## config.mk

```make
export PLATFORM = sky130hd
export DESIGN_NAME = rscl_run_latch
export DESIGN_NICKNAME = d
export VERILOG_FILES = /design/src/rscl_pkg.sv /design/src/rscl_pins_if.sv /design/src/rscl_pin_cond.sv /design/src/rscl_run_latch.sv
export VERILOG_INCLUDE_DIRS = /design/src
export SDC_FILE = /design/constraint.sdc
export NUM_CORES = 1
export LEC_CHECK = 0
export ABC_AREA = 1
export BUFFER_PORTS_ARGS = -buffer_cell sky130_fd_sc_hd__buf_4
export CAP_MARGIN = 10
export CORE_MARGIN = 4
export CORE_UTILIZATION = 50
export CTS_CLUSTER_DIAMETER = 50
export DETAILED_ROUTE_END_ITERATION = 12
export HOLD_SLACK_MARGIN = 0.1
export MAX_ROUTING_LAYER = met4
export PLACE_DENSITY = 0.9
export SLEW_MARGIN = 20
export SYNTH_ARGS = -nofsm -noshare
export SYNTH_HDL_FRONTEND = slang
export SYNTH_HIERARCHICAL = 1
export SYNTH_SLANG_ARGS = --single-unit
export TNS_END_PERCENT = 50
```

## constraint.sdc

```tcl
create_clock -name clk -period 3.4 [get_ports clk]
set_clock_uncertainty 0.15 [all_clocks]
set_input_delay 0.34 -clock clk [delete_from_list [all_inputs] [get_ports clk]]
set_output_delay 0.34 -clock clk [all_outputs]
set_load 0.005 [all_outputs]
```

## src/rscl_consts.svh

```systemverilog
// constants for the run/stop command latch
`ifndef RSCL_CONSTS_SVH
`define RSCL_CONSTS_SVH

// terminal function selection codes
`define RSCL_FN_LOW_SPEED     16'h0000
`define RSCL_FN_MID_SPEED     16'h0001
`define RSCL_FN_HIGH_SPEED    16'h0002
`define RSCL_FN_HOLD_RELEASE  16'h0019
`define RSCL_FN_KEEP_REV      16'h270F

// number of assignable terminals: four general plus the reverse-run one
`define RSCL_NUM_TERMS        5
`define RSCL_REV_TERM         4

// reset values
`define RSCL_SPEED_RST        16'h0000

// synchroniser depth for pin inputs
`define RSCL_SYNC_STAGES      3

`endif

```

## src/rscl_pkg.sv

```systemverilog
// types for the run/stop command latch
package rscl_pkg;

  // run state of the command latch
  typedef enum logic [1:0] {
    RSCL_IDLE,
    RSCL_RUN_FWD,
    RSCL_RUN_REV
  } rscl_state_e;

  typedef logic [15:0] rscl_code_t;
  typedef logic [15:0] rscl_speed_t;

endpackage

```

## src/rscl_pins_if.sv

```systemverilog
// carrier between the latch and its pin conditioner
`timescale 1ns/1ps

interface rscl_pins_if #(
  parameter int WIDTH = 8
);
  logic [WIDTH-1:0] raw;
  logic [WIDTH-1:0] clean;

  modport cond (input raw, output clean);
  modport user (output raw, input clean);
endinterface

```

## src/rscl_pin_cond.sv

```systemverilog
// three-stage synchroniser and agree filter for contact pins
`timescale 1ns/1ps

module rscl_pin_cond #(
  parameter int WIDTH = 8
) (
  // clock and reset
  input  wire logic clk,
  input  wire logic rst,
  // pins in, conditioned levels out
  rscl_pins_if.cond pins
);

  logic [WIDTH-1:0] stage1;
  logic [WIDTH-1:0] stage2;
  logic [WIDTH-1:0] stage3;
  logic [WIDTH-1:0] level;
  logic [WIDTH-1:0] next_level;

  initial begin
    if (WIDTH < 1) begin
      $error("rscl_pin_cond: WIDTH must be at least 1");
    end
  end

  // a change counts only once stages two and three agree
  always_comb begin
    for (int i = 0; i < WIDTH; i++) begin
      next_level[i] = (stage2[i] == stage3[i]) ? stage3[i] : level[i];
    end
  end

  // synchroniser chain and filtered level
  always_ff @(posedge clk or posedge rst) begin
    if (rst) begin
      stage1 <= '0;
      stage2 <= '0;
      stage3 <= '0;
      level  <= '0;
    end else begin
      stage1 <= pins.raw;
      stage2 <= stage1;
      stage3 <= stage2;
      level  <= next_level;
    end
  end

  assign pins.clean = level;

endmodule

```

## src/rscl_run_latch.sv

```systemverilog
// start/stop command latch with two-wire and self-holding modes
`timescale 1ns/1ps
`include "rscl_consts.svh"

// Functional notes
// - single run input starts matching direction
// - two-wire: both or removed input stops
// - hold-release active enables self-holding
// - self-holding: run inputs only start
// - self-holding: run pulse latches run request
// - hold-release opened clears latch, stops
// - jog active ignores hold-release, has priority
// - output inhibit keeps self-holding state
// - speed from jog, three presets or analog
// - keep-reverse code valid only on reverse terminal
module rscl_run_latch #(
  parameter int SPEED_W = 16
) (
  // clock and reset
  input  wire logic                 clk,
  input  wire logic                 rst,
  // contact pins, closed to contact_common is high
  input  wire logic                 fwd_run_input,
  input  wire logic                 rev_run_input,
  input  wire logic [3:0]           assign_terminal,
  input  wire logic                 inch_run_input,
  input  wire logic                 output_inhibit,
  // terminal function selections
  input  wire logic [15:0]          term_sel_0,
  input  wire logic [15:0]          term_sel_1,
  input  wire logic [15:0]          term_sel_2,
  input  wire logic [15:0]          term_sel_3,
  input  wire logic [15:0]          term_sel_rev,
  // speed sources
  input  wire logic [SPEED_W-1:0]   analog_speed,
  input  wire logic [SPEED_W-1:0]   preset_high,
  input  wire logic [SPEED_W-1:0]   preset_mid,
  input  wire logic [SPEED_W-1:0]   preset_low,
  input  wire logic [SPEED_W-1:0]   inch_speed,
  // drive commands and status
  output logic                      run_cmd,
  output logic                      run_reverse,
  output logic                      drive_enable,
  output logic                      decel_stop,
  output logic                      self_hold_mode,
  output logic                      config_error,
  output logic [SPEED_W-1:0]        speed_ref
);

  localparam int NPINS = `RSCL_NUM_TERMS + 3;

  initial begin
    if (SPEED_W < 1 || SPEED_W > 16) begin
      $error("rscl_run_latch: SPEED_W must be 1 to 16");
    end
  end

  // pin conditioning
  rscl_pins_if #(.WIDTH(NPINS)) pins ();

  rscl_pin_cond #(.WIDTH(NPINS)) i_rscl_pin_cond (
    .clk  (clk),
    .rst  (rst),
    .pins (pins)
  );

  assign pins.raw = {output_inhibit, inch_run_input, fwd_run_input,
                     rev_run_input, assign_terminal};

  logic                     term [`RSCL_NUM_TERMS];
  rscl_pkg::rscl_code_t     sel  [`RSCL_NUM_TERMS];
  logic                     fwd_lvl;
  logic                     inch_lvl;
  logic                     inhibit_lvl;

  assign term[0]     = pins.clean[0];
  assign term[1]     = pins.clean[1];
  assign term[2]     = pins.clean[2];
  assign term[3]     = pins.clean[3];
  assign term[4]     = pins.clean[4];
  assign fwd_lvl     = pins.clean[5];
  assign inch_lvl    = pins.clean[6];
  assign inhibit_lvl = pins.clean[7];
  assign sel[0]      = term_sel_0;
  assign sel[1]      = term_sel_1;
  assign sel[2]      = term_sel_2;
  assign sel[3]      = term_sel_3;
  assign sel[4]      = term_sel_rev;

  // legal function codes for an assignable terminal
  function automatic logic code_ok(input rscl_pkg::rscl_code_t c, input logic is_rev);
    logic ok;
    ok = (c <= 16'h0003) || (c == 16'h0005) ||
         (c >= 16'h0008 && c <= 16'h0010) || (c == 16'h0014) ||
         (c >= 16'h0016 && c <= 16'h001C) ||
         (c >= 16'h002A && c <= 16'h002C);
    // keep-reverse code only on the reverse terminal
    if (c == `RSCL_FN_KEEP_REV) begin
      ok = is_rev;
    end
    return ok;
  endfunction

  // terminal routing: hold-release, presets, reverse run
  logic hold_assigned;
  logic hold_lvl;
  logic sp_high;
  logic sp_mid;
  logic sp_low;
  logic rev_lvl;
  logic cfg_bad;

  always_comb begin
    hold_assigned = 1'b0;
    hold_lvl      = 1'b0;
    sp_high       = 1'b0;
    sp_mid        = 1'b0;
    sp_low        = 1'b0;
    cfg_bad       = 1'b0;
    for (int i = 0; i < `RSCL_NUM_TERMS; i++) begin
      if (code_ok(sel[i], i == `RSCL_REV_TERM)) begin
        if (sel[i] == `RSCL_FN_HOLD_RELEASE) begin
          hold_assigned = 1'b1;
          hold_lvl      = hold_lvl | term[i];
        end
        if (sel[i] == `RSCL_FN_HIGH_SPEED) begin
          sp_high = sp_high | term[i];
        end
        if (sel[i] == `RSCL_FN_MID_SPEED) begin
          sp_mid = sp_mid | term[i];
        end
        if (sel[i] == `RSCL_FN_LOW_SPEED) begin
          sp_low = sp_low | term[i];
        end
      end else begin
        cfg_bad = 1'b1;
      end
    end
    rev_lvl = (term_sel_rev == `RSCL_FN_KEEP_REV) && term[`RSCL_REV_TERM];
  end

  // previous levels for edge detection
  logic fwd_prev;
  logic rev_prev;
  logic next_fwd_prev;
  logic next_rev_prev;

  assign next_fwd_prev = fwd_lvl;
  assign next_rev_prev = rev_lvl;

  // run state machine
  rscl_pkg::rscl_state_e state;
  rscl_pkg::rscl_state_e next_state;
  logic                  hold_mode;
  logic                  next_decel;
  logic                  decel_q;

  // no hold-release terminal keeps two-wire
  // self_hold_mode reports hold_mode only while the release contact is closed
  assign hold_mode = hold_assigned && !inch_lvl;

  always_comb begin
    next_state = state;
    if (!hold_mode) begin
      // one input alone runs that way
      if (fwd_lvl && !rev_lvl) begin
        next_state = rscl_pkg::RSCL_RUN_FWD;
      end else if (rev_lvl && !fwd_lvl) begin
        next_state = rscl_pkg::RSCL_RUN_REV;
      end else begin
        next_state = rscl_pkg::RSCL_IDLE;
      end
    end else if (!hold_lvl) begin
      next_state = rscl_pkg::RSCL_IDLE;
    end else begin
      // run inputs act as start only
      // a press latches the run request
      if (fwd_lvl && !fwd_prev) begin
        next_state = rscl_pkg::RSCL_RUN_FWD;
      end else if (rev_lvl && !rev_prev) begin
        next_state = rscl_pkg::RSCL_RUN_REV;
      end
    end
    next_decel = (state != rscl_pkg::RSCL_IDLE) && (next_state == rscl_pkg::RSCL_IDLE);
  end

  always_ff @(posedge clk or posedge rst) begin
    if (rst) begin
      state    <= rscl_pkg::RSCL_IDLE;
      fwd_prev <= 1'b0;
      rev_prev <= 1'b0;
      decel_q  <= 1'b0;
    end else begin
      state    <= next_state;
      fwd_prev <= next_fwd_prev;
      rev_prev <= next_rev_prev;
      decel_q  <= next_decel;
    end
  end

  // speed reference select: jog, presets, then analog
  logic [SPEED_W-1:0] speed_q;
  logic [SPEED_W-1:0] next_speed;

  always_comb begin
    // preset speeds override the analog input
    if (inch_lvl) begin
      next_speed = inch_speed;
    end else if (sp_high) begin
      next_speed = preset_high;
    end else if (sp_mid) begin
      next_speed = preset_mid;
    end else if (sp_low) begin
      next_speed = preset_low;
    end else begin
      next_speed = analog_speed;
    end
  end

  // registered outputs
  logic run_q;
  logic rev_q;
  logic enable_q;
  logic hold_q;
  logic err_q;
  logic next_enable;

  // inhibit gates the output only, not the latch
  assign next_enable = (next_state != rscl_pkg::RSCL_IDLE) && !inhibit_lvl;

  always_ff @(posedge clk or posedge rst) begin
    if (rst) begin
      speed_q  <= SPEED_W'(`RSCL_SPEED_RST);
      run_q    <= 1'b0;
      rev_q    <= 1'b0;
      enable_q <= 1'b0;
      hold_q   <= 1'b0;
      err_q    <= 1'b0;
    end else begin
      speed_q  <= next_speed;
      run_q    <= next_state != rscl_pkg::RSCL_IDLE;
      rev_q    <= next_state == rscl_pkg::RSCL_RUN_REV;
      enable_q <= next_enable;
      hold_q   <= hold_mode && hold_lvl;
      err_q    <= cfg_bad;
    end
  end

  assign run_cmd        = run_q;
  assign run_reverse    = rev_q;
  assign drive_enable   = enable_q;
  assign decel_stop     = decel_q;
  assign self_hold_mode = hold_q;
  assign config_error   = err_q;
  assign speed_ref      = speed_q;

endmodule

```

Word level (Yosys, flattened, before mapping)
Index checks and enable logic that the tools add are counted.
- register bits: 58
- input port bits: 170
- output and inout bits: 22
- logic and storage cells: 244
- order comparisons: 35
- equal/unequal tests: 39
- mux-type cells: 70
- bitwise logic cells: 16
- reduce and logical (&&, ||, !) cells: 63
- operators by type and width (cell ; number):
    16-bit by 5-bit == test with 1-bit output, second input constant ; 10
    16-bit by 5-bit less-or-equal comparator with 1-bit output, second input constant ; 10
    16-bit by 1-bit == test with 1-bit output, second input constant ; 5
    16-bit by 14-bit == test with 1-bit output, second input constant ; 5
    16-bit by 2-bit == test with 1-bit output, second input constant ; 5
    16-bit by 3-bit == test with 1-bit output, second input constant ; 5
    16-bit by 4-bit greater-or-equal comparator with 1-bit output, second input constant ; 5
    16-bit by 5-bit greater-or-equal comparator with 1-bit output, second input constant ; 5
    16-bit by 6-bit greater-or-equal comparator with 1-bit output, second input constant ; 5
    16-bit by 2-bit less-or-equal comparator with 1-bit output, second input constant ; 5
    16-bit by 6-bit less-or-equal comparator with 1-bit output, second input constant ; 5
    16-bit zero test ; 5
    16-bit two-way mux ; 4
    1-bit two-way mux ; 60
    1-bit logical OR ; 25
    1-bit logical AND ; 24
    1-bit bitwise OR ; 16
    2-bit two-way mux ; 6
    1-bit == test ; 8
    1-bit zero test ; 6
    2-bit nonzero test ; 2
    2-bit == test, second input constant ; 1
    2-bit zero test ; 1

Depth between registers and ports, before layout
- depth in word-level cells: 24
- depth in mapped cells: 16
- depth with buffers taken out: 15

By module
The synthesis kept the hierarchy.
- modules (own cells, without submodules) (module ; instances ; cells an instance ; area an instance (µm²) ; seq. area each (µm²)):
    rscl_run_latch ; 1 ; 575 ; 3432.0 ; 650.6
    rscl_pin_cond ; 1 ; 65 ; 934.6 ; 800.8

Worst setup path before layout
OpenSTA, ideal clock, no wires.
- kind: input -> register
- start: in term_sel_1[10]
- end: reg speed_q[13] (netlist: speed_ref[13])
- library setup time: 116 ps
- data arrival time: 1558 ps
- data required time: 3134 ps
- setup slack: 1576 ps
- stages: 13
- buffers on the path: 1
- cells stage by stage: nor2_2 -> nand2_1 -> nor2_8 -> o211ai_2 -> nand2_1 -> nand3_1 -> nand2_2 -> nand3_4 -> buf_12 -> a21oi_2 -> nand2_1 -> nand2_1 -> nand2_1
- longest elaborated chain between the ends: 21
- elaborated cells between the ends (all ways): 59
- those cells by class: order compare (7); eq/ne (5); mux (29); bitwise (9); reduce/logical (9)
- ends and longest elaborated chain (element ; RTL line ; text):
    start, declared ; rscl_run_latch.sv:30 ; input wire logic [15:0] term_sel_1,
    16-bit by 2-bit less-or-equal comparator with 1-bit output (tied with other cells) ; rscl_run_latch.sv:93 ; ok = (c <= 16'h0003) || (c == 16'h0005) ||
    1-bit logical OR or 1-bit logical AND (tied branches) ; rscl_run_latch.sv:93, rscl_run_latch.sv:94 ;
    1-bit logical OR ; rscl_run_latch.sv:93 ;
    1-bit logical OR (2 in series) ; rscl_run_latch.sv:94 ; (c >= 16'h0008 && c <= 16'h0010) || (c == 16'h0014) ||
    1-bit logical OR ; rscl_run_latch.sv:95 ; (c >= 16'h0016 && c <= 16'h001C) ||
    1-bit two-way mux ; rscl_run_latch.sv:98 ; if (c == `RSCL_FN_KEEP_REV) begin
    1-bit two-way mux ; rscl_run_latch.sv:121 ; if (code_ok(sel[i], i == `RSCL_REV_TERM)) begin
    1-bit bitwise OR ; rscl_run_latch.sv:133 ; sp_low = sp_low | term[i];
    [5 not listed] ; - ;
    1-bit bitwise OR ; rscl_run_latch.sv:133 ;
    1-bit two-way mux ; rscl_run_latch.sv:132 ; if (sel[i] == `RSCL_FN_LOW_SPEED) begin
    1-bit two-way mux ; rscl_run_latch.sv:121 ;
    16-bit two-way mux ; rscl_run_latch.sv:213 ; end else if (sp_low) begin
    16-bit two-way mux ; rscl_run_latch.sv:211 ; end else if (sp_mid) begin
    16-bit two-way mux (*) ; rscl_run_latch.sv:209 ; end else if (sp_high) begin
    16-bit two-way mux (*) ; rscl_run_latch.sv:207 ; if (inch_lvl) begin
    net next_speed[13] ; rscl_run_latch.sv:203 ; logic [SPEED_W-1:0] next_speed;
    end signal, assigned ; rscl_run_latch.sv:233 ; speed_q <= SPEED_W'(`RSCL_SPEED_RST);
    end signal, assigned ; rscl_run_latch.sv:240 ; speed_q <= next_speed;
    end, declared ; rscl_run_latch.sv:202 ; logic [SPEED_W-1:0] speed_q;
The timed path passes the listed nets; every way through them passes the cells marked *.
A chain may end at the register's enable or synchronous reset.

Worst setup path after layout
- start: reg i_rscl_pin_cond.level[3] (netlist: i_rscl_pin_cond/pins.clean[3])
- end: reg speed_q[0] (netlist: speed_ref[0])
- longest elaborated chain between the ends: 10
- elaborated cells between the ends (all ways): 22
- those cells by class: mux (16); bitwise (6)
- ends and longest elaborated chain (element ; RTL line ; text):
    start, declared ; rscl_pin_cond.sv:17 ; logic [WIDTH-1:0] level;
    start signal, assigned ; rscl_pin_cond.sv:44 ; level <= next_level;
    1-bit bitwise OR ; rscl_run_latch.sv:133 ;
    1-bit two-way mux ; rscl_run_latch.sv:132 ;
    1-bit two-way mux ; rscl_run_latch.sv:121 ;
    1-bit bitwise OR ; rscl_run_latch.sv:133 ;
    1-bit two-way mux ; rscl_run_latch.sv:132 ;
    1-bit two-way mux ; rscl_run_latch.sv:121 ;
    16-bit two-way mux ; rscl_run_latch.sv:213 ;
    16-bit two-way mux ; rscl_run_latch.sv:211 ;
    16-bit two-way mux (*) ; rscl_run_latch.sv:209 ;
    16-bit two-way mux (*) ; rscl_run_latch.sv:207 ;
    net next_speed[0] ; rscl_run_latch.sv:203 ;
Marks and branches as above.

==> flow_summary.toml <==
[status]
status = "finished clean"

[min_path]
hold_depth = 5
worst_hold_startpoint = "preset_mid[3]"
whs_endpoint = "speed_ref[3]"
min_path_type = "input pin to register"

[timing]
worstMarginPinSlew_ns = 0.9757
finalHoldViolations = 0
timing.final.ws_setup_ns = 1.269
maxSlewViolCount = 0
fin_crit_sh = 0.6268
min_period_ns = 2.131
max_freq_mhz = 469.2
worst_slew_margin_rel = 0.3455
final-setup-viol-count = 0
finalSetupTns_ns = 0
rsz0062_at_grt = "no"
fin_hold_ws_ns = 0.1492

[synth]
yosys_warnings = 6
ys_types = 45
seq_area_frac_synth = 0.3324
postSynthCellCount = 640
syn_area_per_cell_um2 = 6.823
yosysTopAreaCell = "dfrtp_1"
ys_ff_latch = 58
syn_nets = 810
synth_area_leaders = "dfrtp_1, nand2_1, inv_1"
syn-cell-area_um2 = 4367
synth_top_area_frac = 0.3324

[cts]
cts_tree = "built"
holdBufCountCts = 24
clkLatencyLatePin_ns = 0.33
cts-buffers-inserted = 9
cts_setup_buffers = 0
cts.reportedPaths.clkPinSlew_ns = 0.07
cts_root_buf = "clkbuf_8"
clock-sinks = 58
htreeDepth = 3
clockBufferDepth = 2
cts_resized = 0

[detailed_routing]
viasPerCell = 5.185
wl_per_cell_um = 14.72
vias = 5004
wirelength_mm = 14.21
drtPass1Iterations = 5
ant_nets = 0
drc_errors = 0
first_iter_violations = 316

[power]
p_leak_uw = 0.003344
clock_power_share = 0.362
switching_share = 0.2665
ir_drop_v = 0.0003153
power_frac_seq = 0.403
intPower_uw = 1414
power.switching_uw = 513.8
combPwrFrac = 0.235
power_density_nw_per_um2 = 305.9

[critical_path]
critical_path_arrival_ns = 2.21
reg2reg_to = "speed_ref[0]"
critPathLaunchType = "register"
crit_type = "register to register"
r2r_setup_slack_ns = 1.27
cp_max_fo = 17
endpoint_kind = "register"
crit-reg2reg-launch = "i_rscl_pin_cond/pins.clean[3]"
ff2ff_path_depth = 11
worst_ep_required_time_ns = 3.48

[floorplanning]
die_w_um = 101.5
initial_core_util = 0.5236
die_y_um = 101.5
coreArea_um2 = 8341
die-area_um2 = 10290
io_pins = 192
row_count = 33

[global_routing]
grt_pass1_vias = 4859
antenna_found_initial = 1
grt_max_degree = 34
gr-usage-all-layers = 0.2758
grt_pass1_wl_mm = 21.85
grt.overflow.total = 0

[final_layout]
final_nets = 1024
finalInstanceArea_um2 = 6302
layout_commonest_cell = "buf_4"
syn2layout_area_growth_pct = 44.33
final_cell_mix = "buf_4, nand2_1, inv_1, nor2_1, dfrtp_1"
layout-drive-gt1-share = 0.3178

[place]
dpl_cell_area_um2 = 5831
preCtsSetupSlack_ns = 1.130
gp_congestion = 0.9628
hpwl_mm = 11.32
port_buffers = 191

[flow_run]
cap_violations = 0
cells in the mapped netlist (all sizes together):
cell type / number
a311oi: 1
nor4: 7
nor3: 16
nand3: 44
or3: 1
nor2: 100
nor3b: 1
dfrtp: 58
buf: 8
o21ai: 10
inv: 106
a21boi: 1
nand3b: 17
clkinv: 1
a21oi: 50
o2111ai: 1
o21bai: 1
o211ai: 3
clkbuf: 6
a31oi: 2
o31ai: 2
nand2: 172
nand4: 27
and3: 2
o311a: 2
o22ai: 1
layer usage:
metal	vias up	track usage	routed length [um]
li1	2485	-	-
met1	2253	0.3270	5588
met2	230	0.4754	7343
met3	36	0.04545	882
met4	0	0.09100	391
met5	-	-	0
cells by family after synthesis:
| group | share of synthesized area |
|---|---|
| AO/OA/AOI/OAI | 0.1077 |
| buffers and inverters | 0.1169 |
| flip-flops | 0.3324 |
| AND/OR/NAND/NOR | 0.4430 |
registers in the layout, summed over array words and instances, names as in the netlist:
signal / flops
speed_ref: 16
i_rscl_pin_cond/pins.clean: 8
i_rscl_pin_cond/stage1: 8
i_rscl_pin_cond/stage2: 8
i_rscl_pin_cond/stage3: 8
state: 2
config_error: 1
decel_stop: 1
drive_enable: 1
fwd_prev: 1
rev_prev: 1
run_cmd: 1
run_reverse: 1
self_hold_mode: 1
layout make-up:
cell class	instances	area (um^2)
fill	618	2038
antenna	1	2.502
inverter	107	401.6
clock inverter	5	77.57
timing repair buffer	217	1692
clock buffer	11	141.4
tap	105	131.4
multi-input combinational	461	2405
sequential	58	1451
worst max path at each step:
| stage | endpoint | start | slack, ns |
|---|---|---|---|
| floorplan | speed_ref[13] | term_sel_1[10] | 1.58 |
| global placement | speed_ref[0] | term_sel_1[10] | 1.18 |
| detailed placement | speed_ref[0] | term_sel_3[7] | 1.13 |
| CTS | speed_ref[0] | i_rscl_pin_cond/pins.clean[3] | 1.32 |
| global route | speed_ref[4] | i_rscl_pin_cond/pins.clean[3] | 1.16 |
| finish | speed_ref[0] | i_rscl_pin_cond/pins.clean[3] | 1.27 |
power groups by stage:
stage | Clock (uW) | Combinational (uW) | Sequential (uW)
final | 698 | 453 | 776
after global routing | 735 | 499 | 781
after CTS | 709 | 447 | 776
after detailed placement | 0 | 424 | 788
after global placement | 0 | 416 | 786
after floorplan | 0 | 167 | 780
stage by stage:
step	cells	total power (uW)	util
after global placement	923	1201	0.6991
after global routing	965	2014	0.7556
after floorplan	640	947.0	-
after CTS	963	1932	0.7541
after detailed placement	923	1211	0.6991
final	965	1928	0.7556
critical path, cell delays in order, from the launching register on:
cell and delay (ns):
dfrtp_1 0.39, inv_1 0.08, nor3_1 0.33, nand3_1 0.14, nand2_1 0.14, inv_2 0.15, nand2_4 0.20, nand2_1 0.08
nand4_1 0.13, nand2_1 0.11, nand2_1 0.09, nand2_1 0.05
No activity file was read; power rests on OpenSTA's default activity.
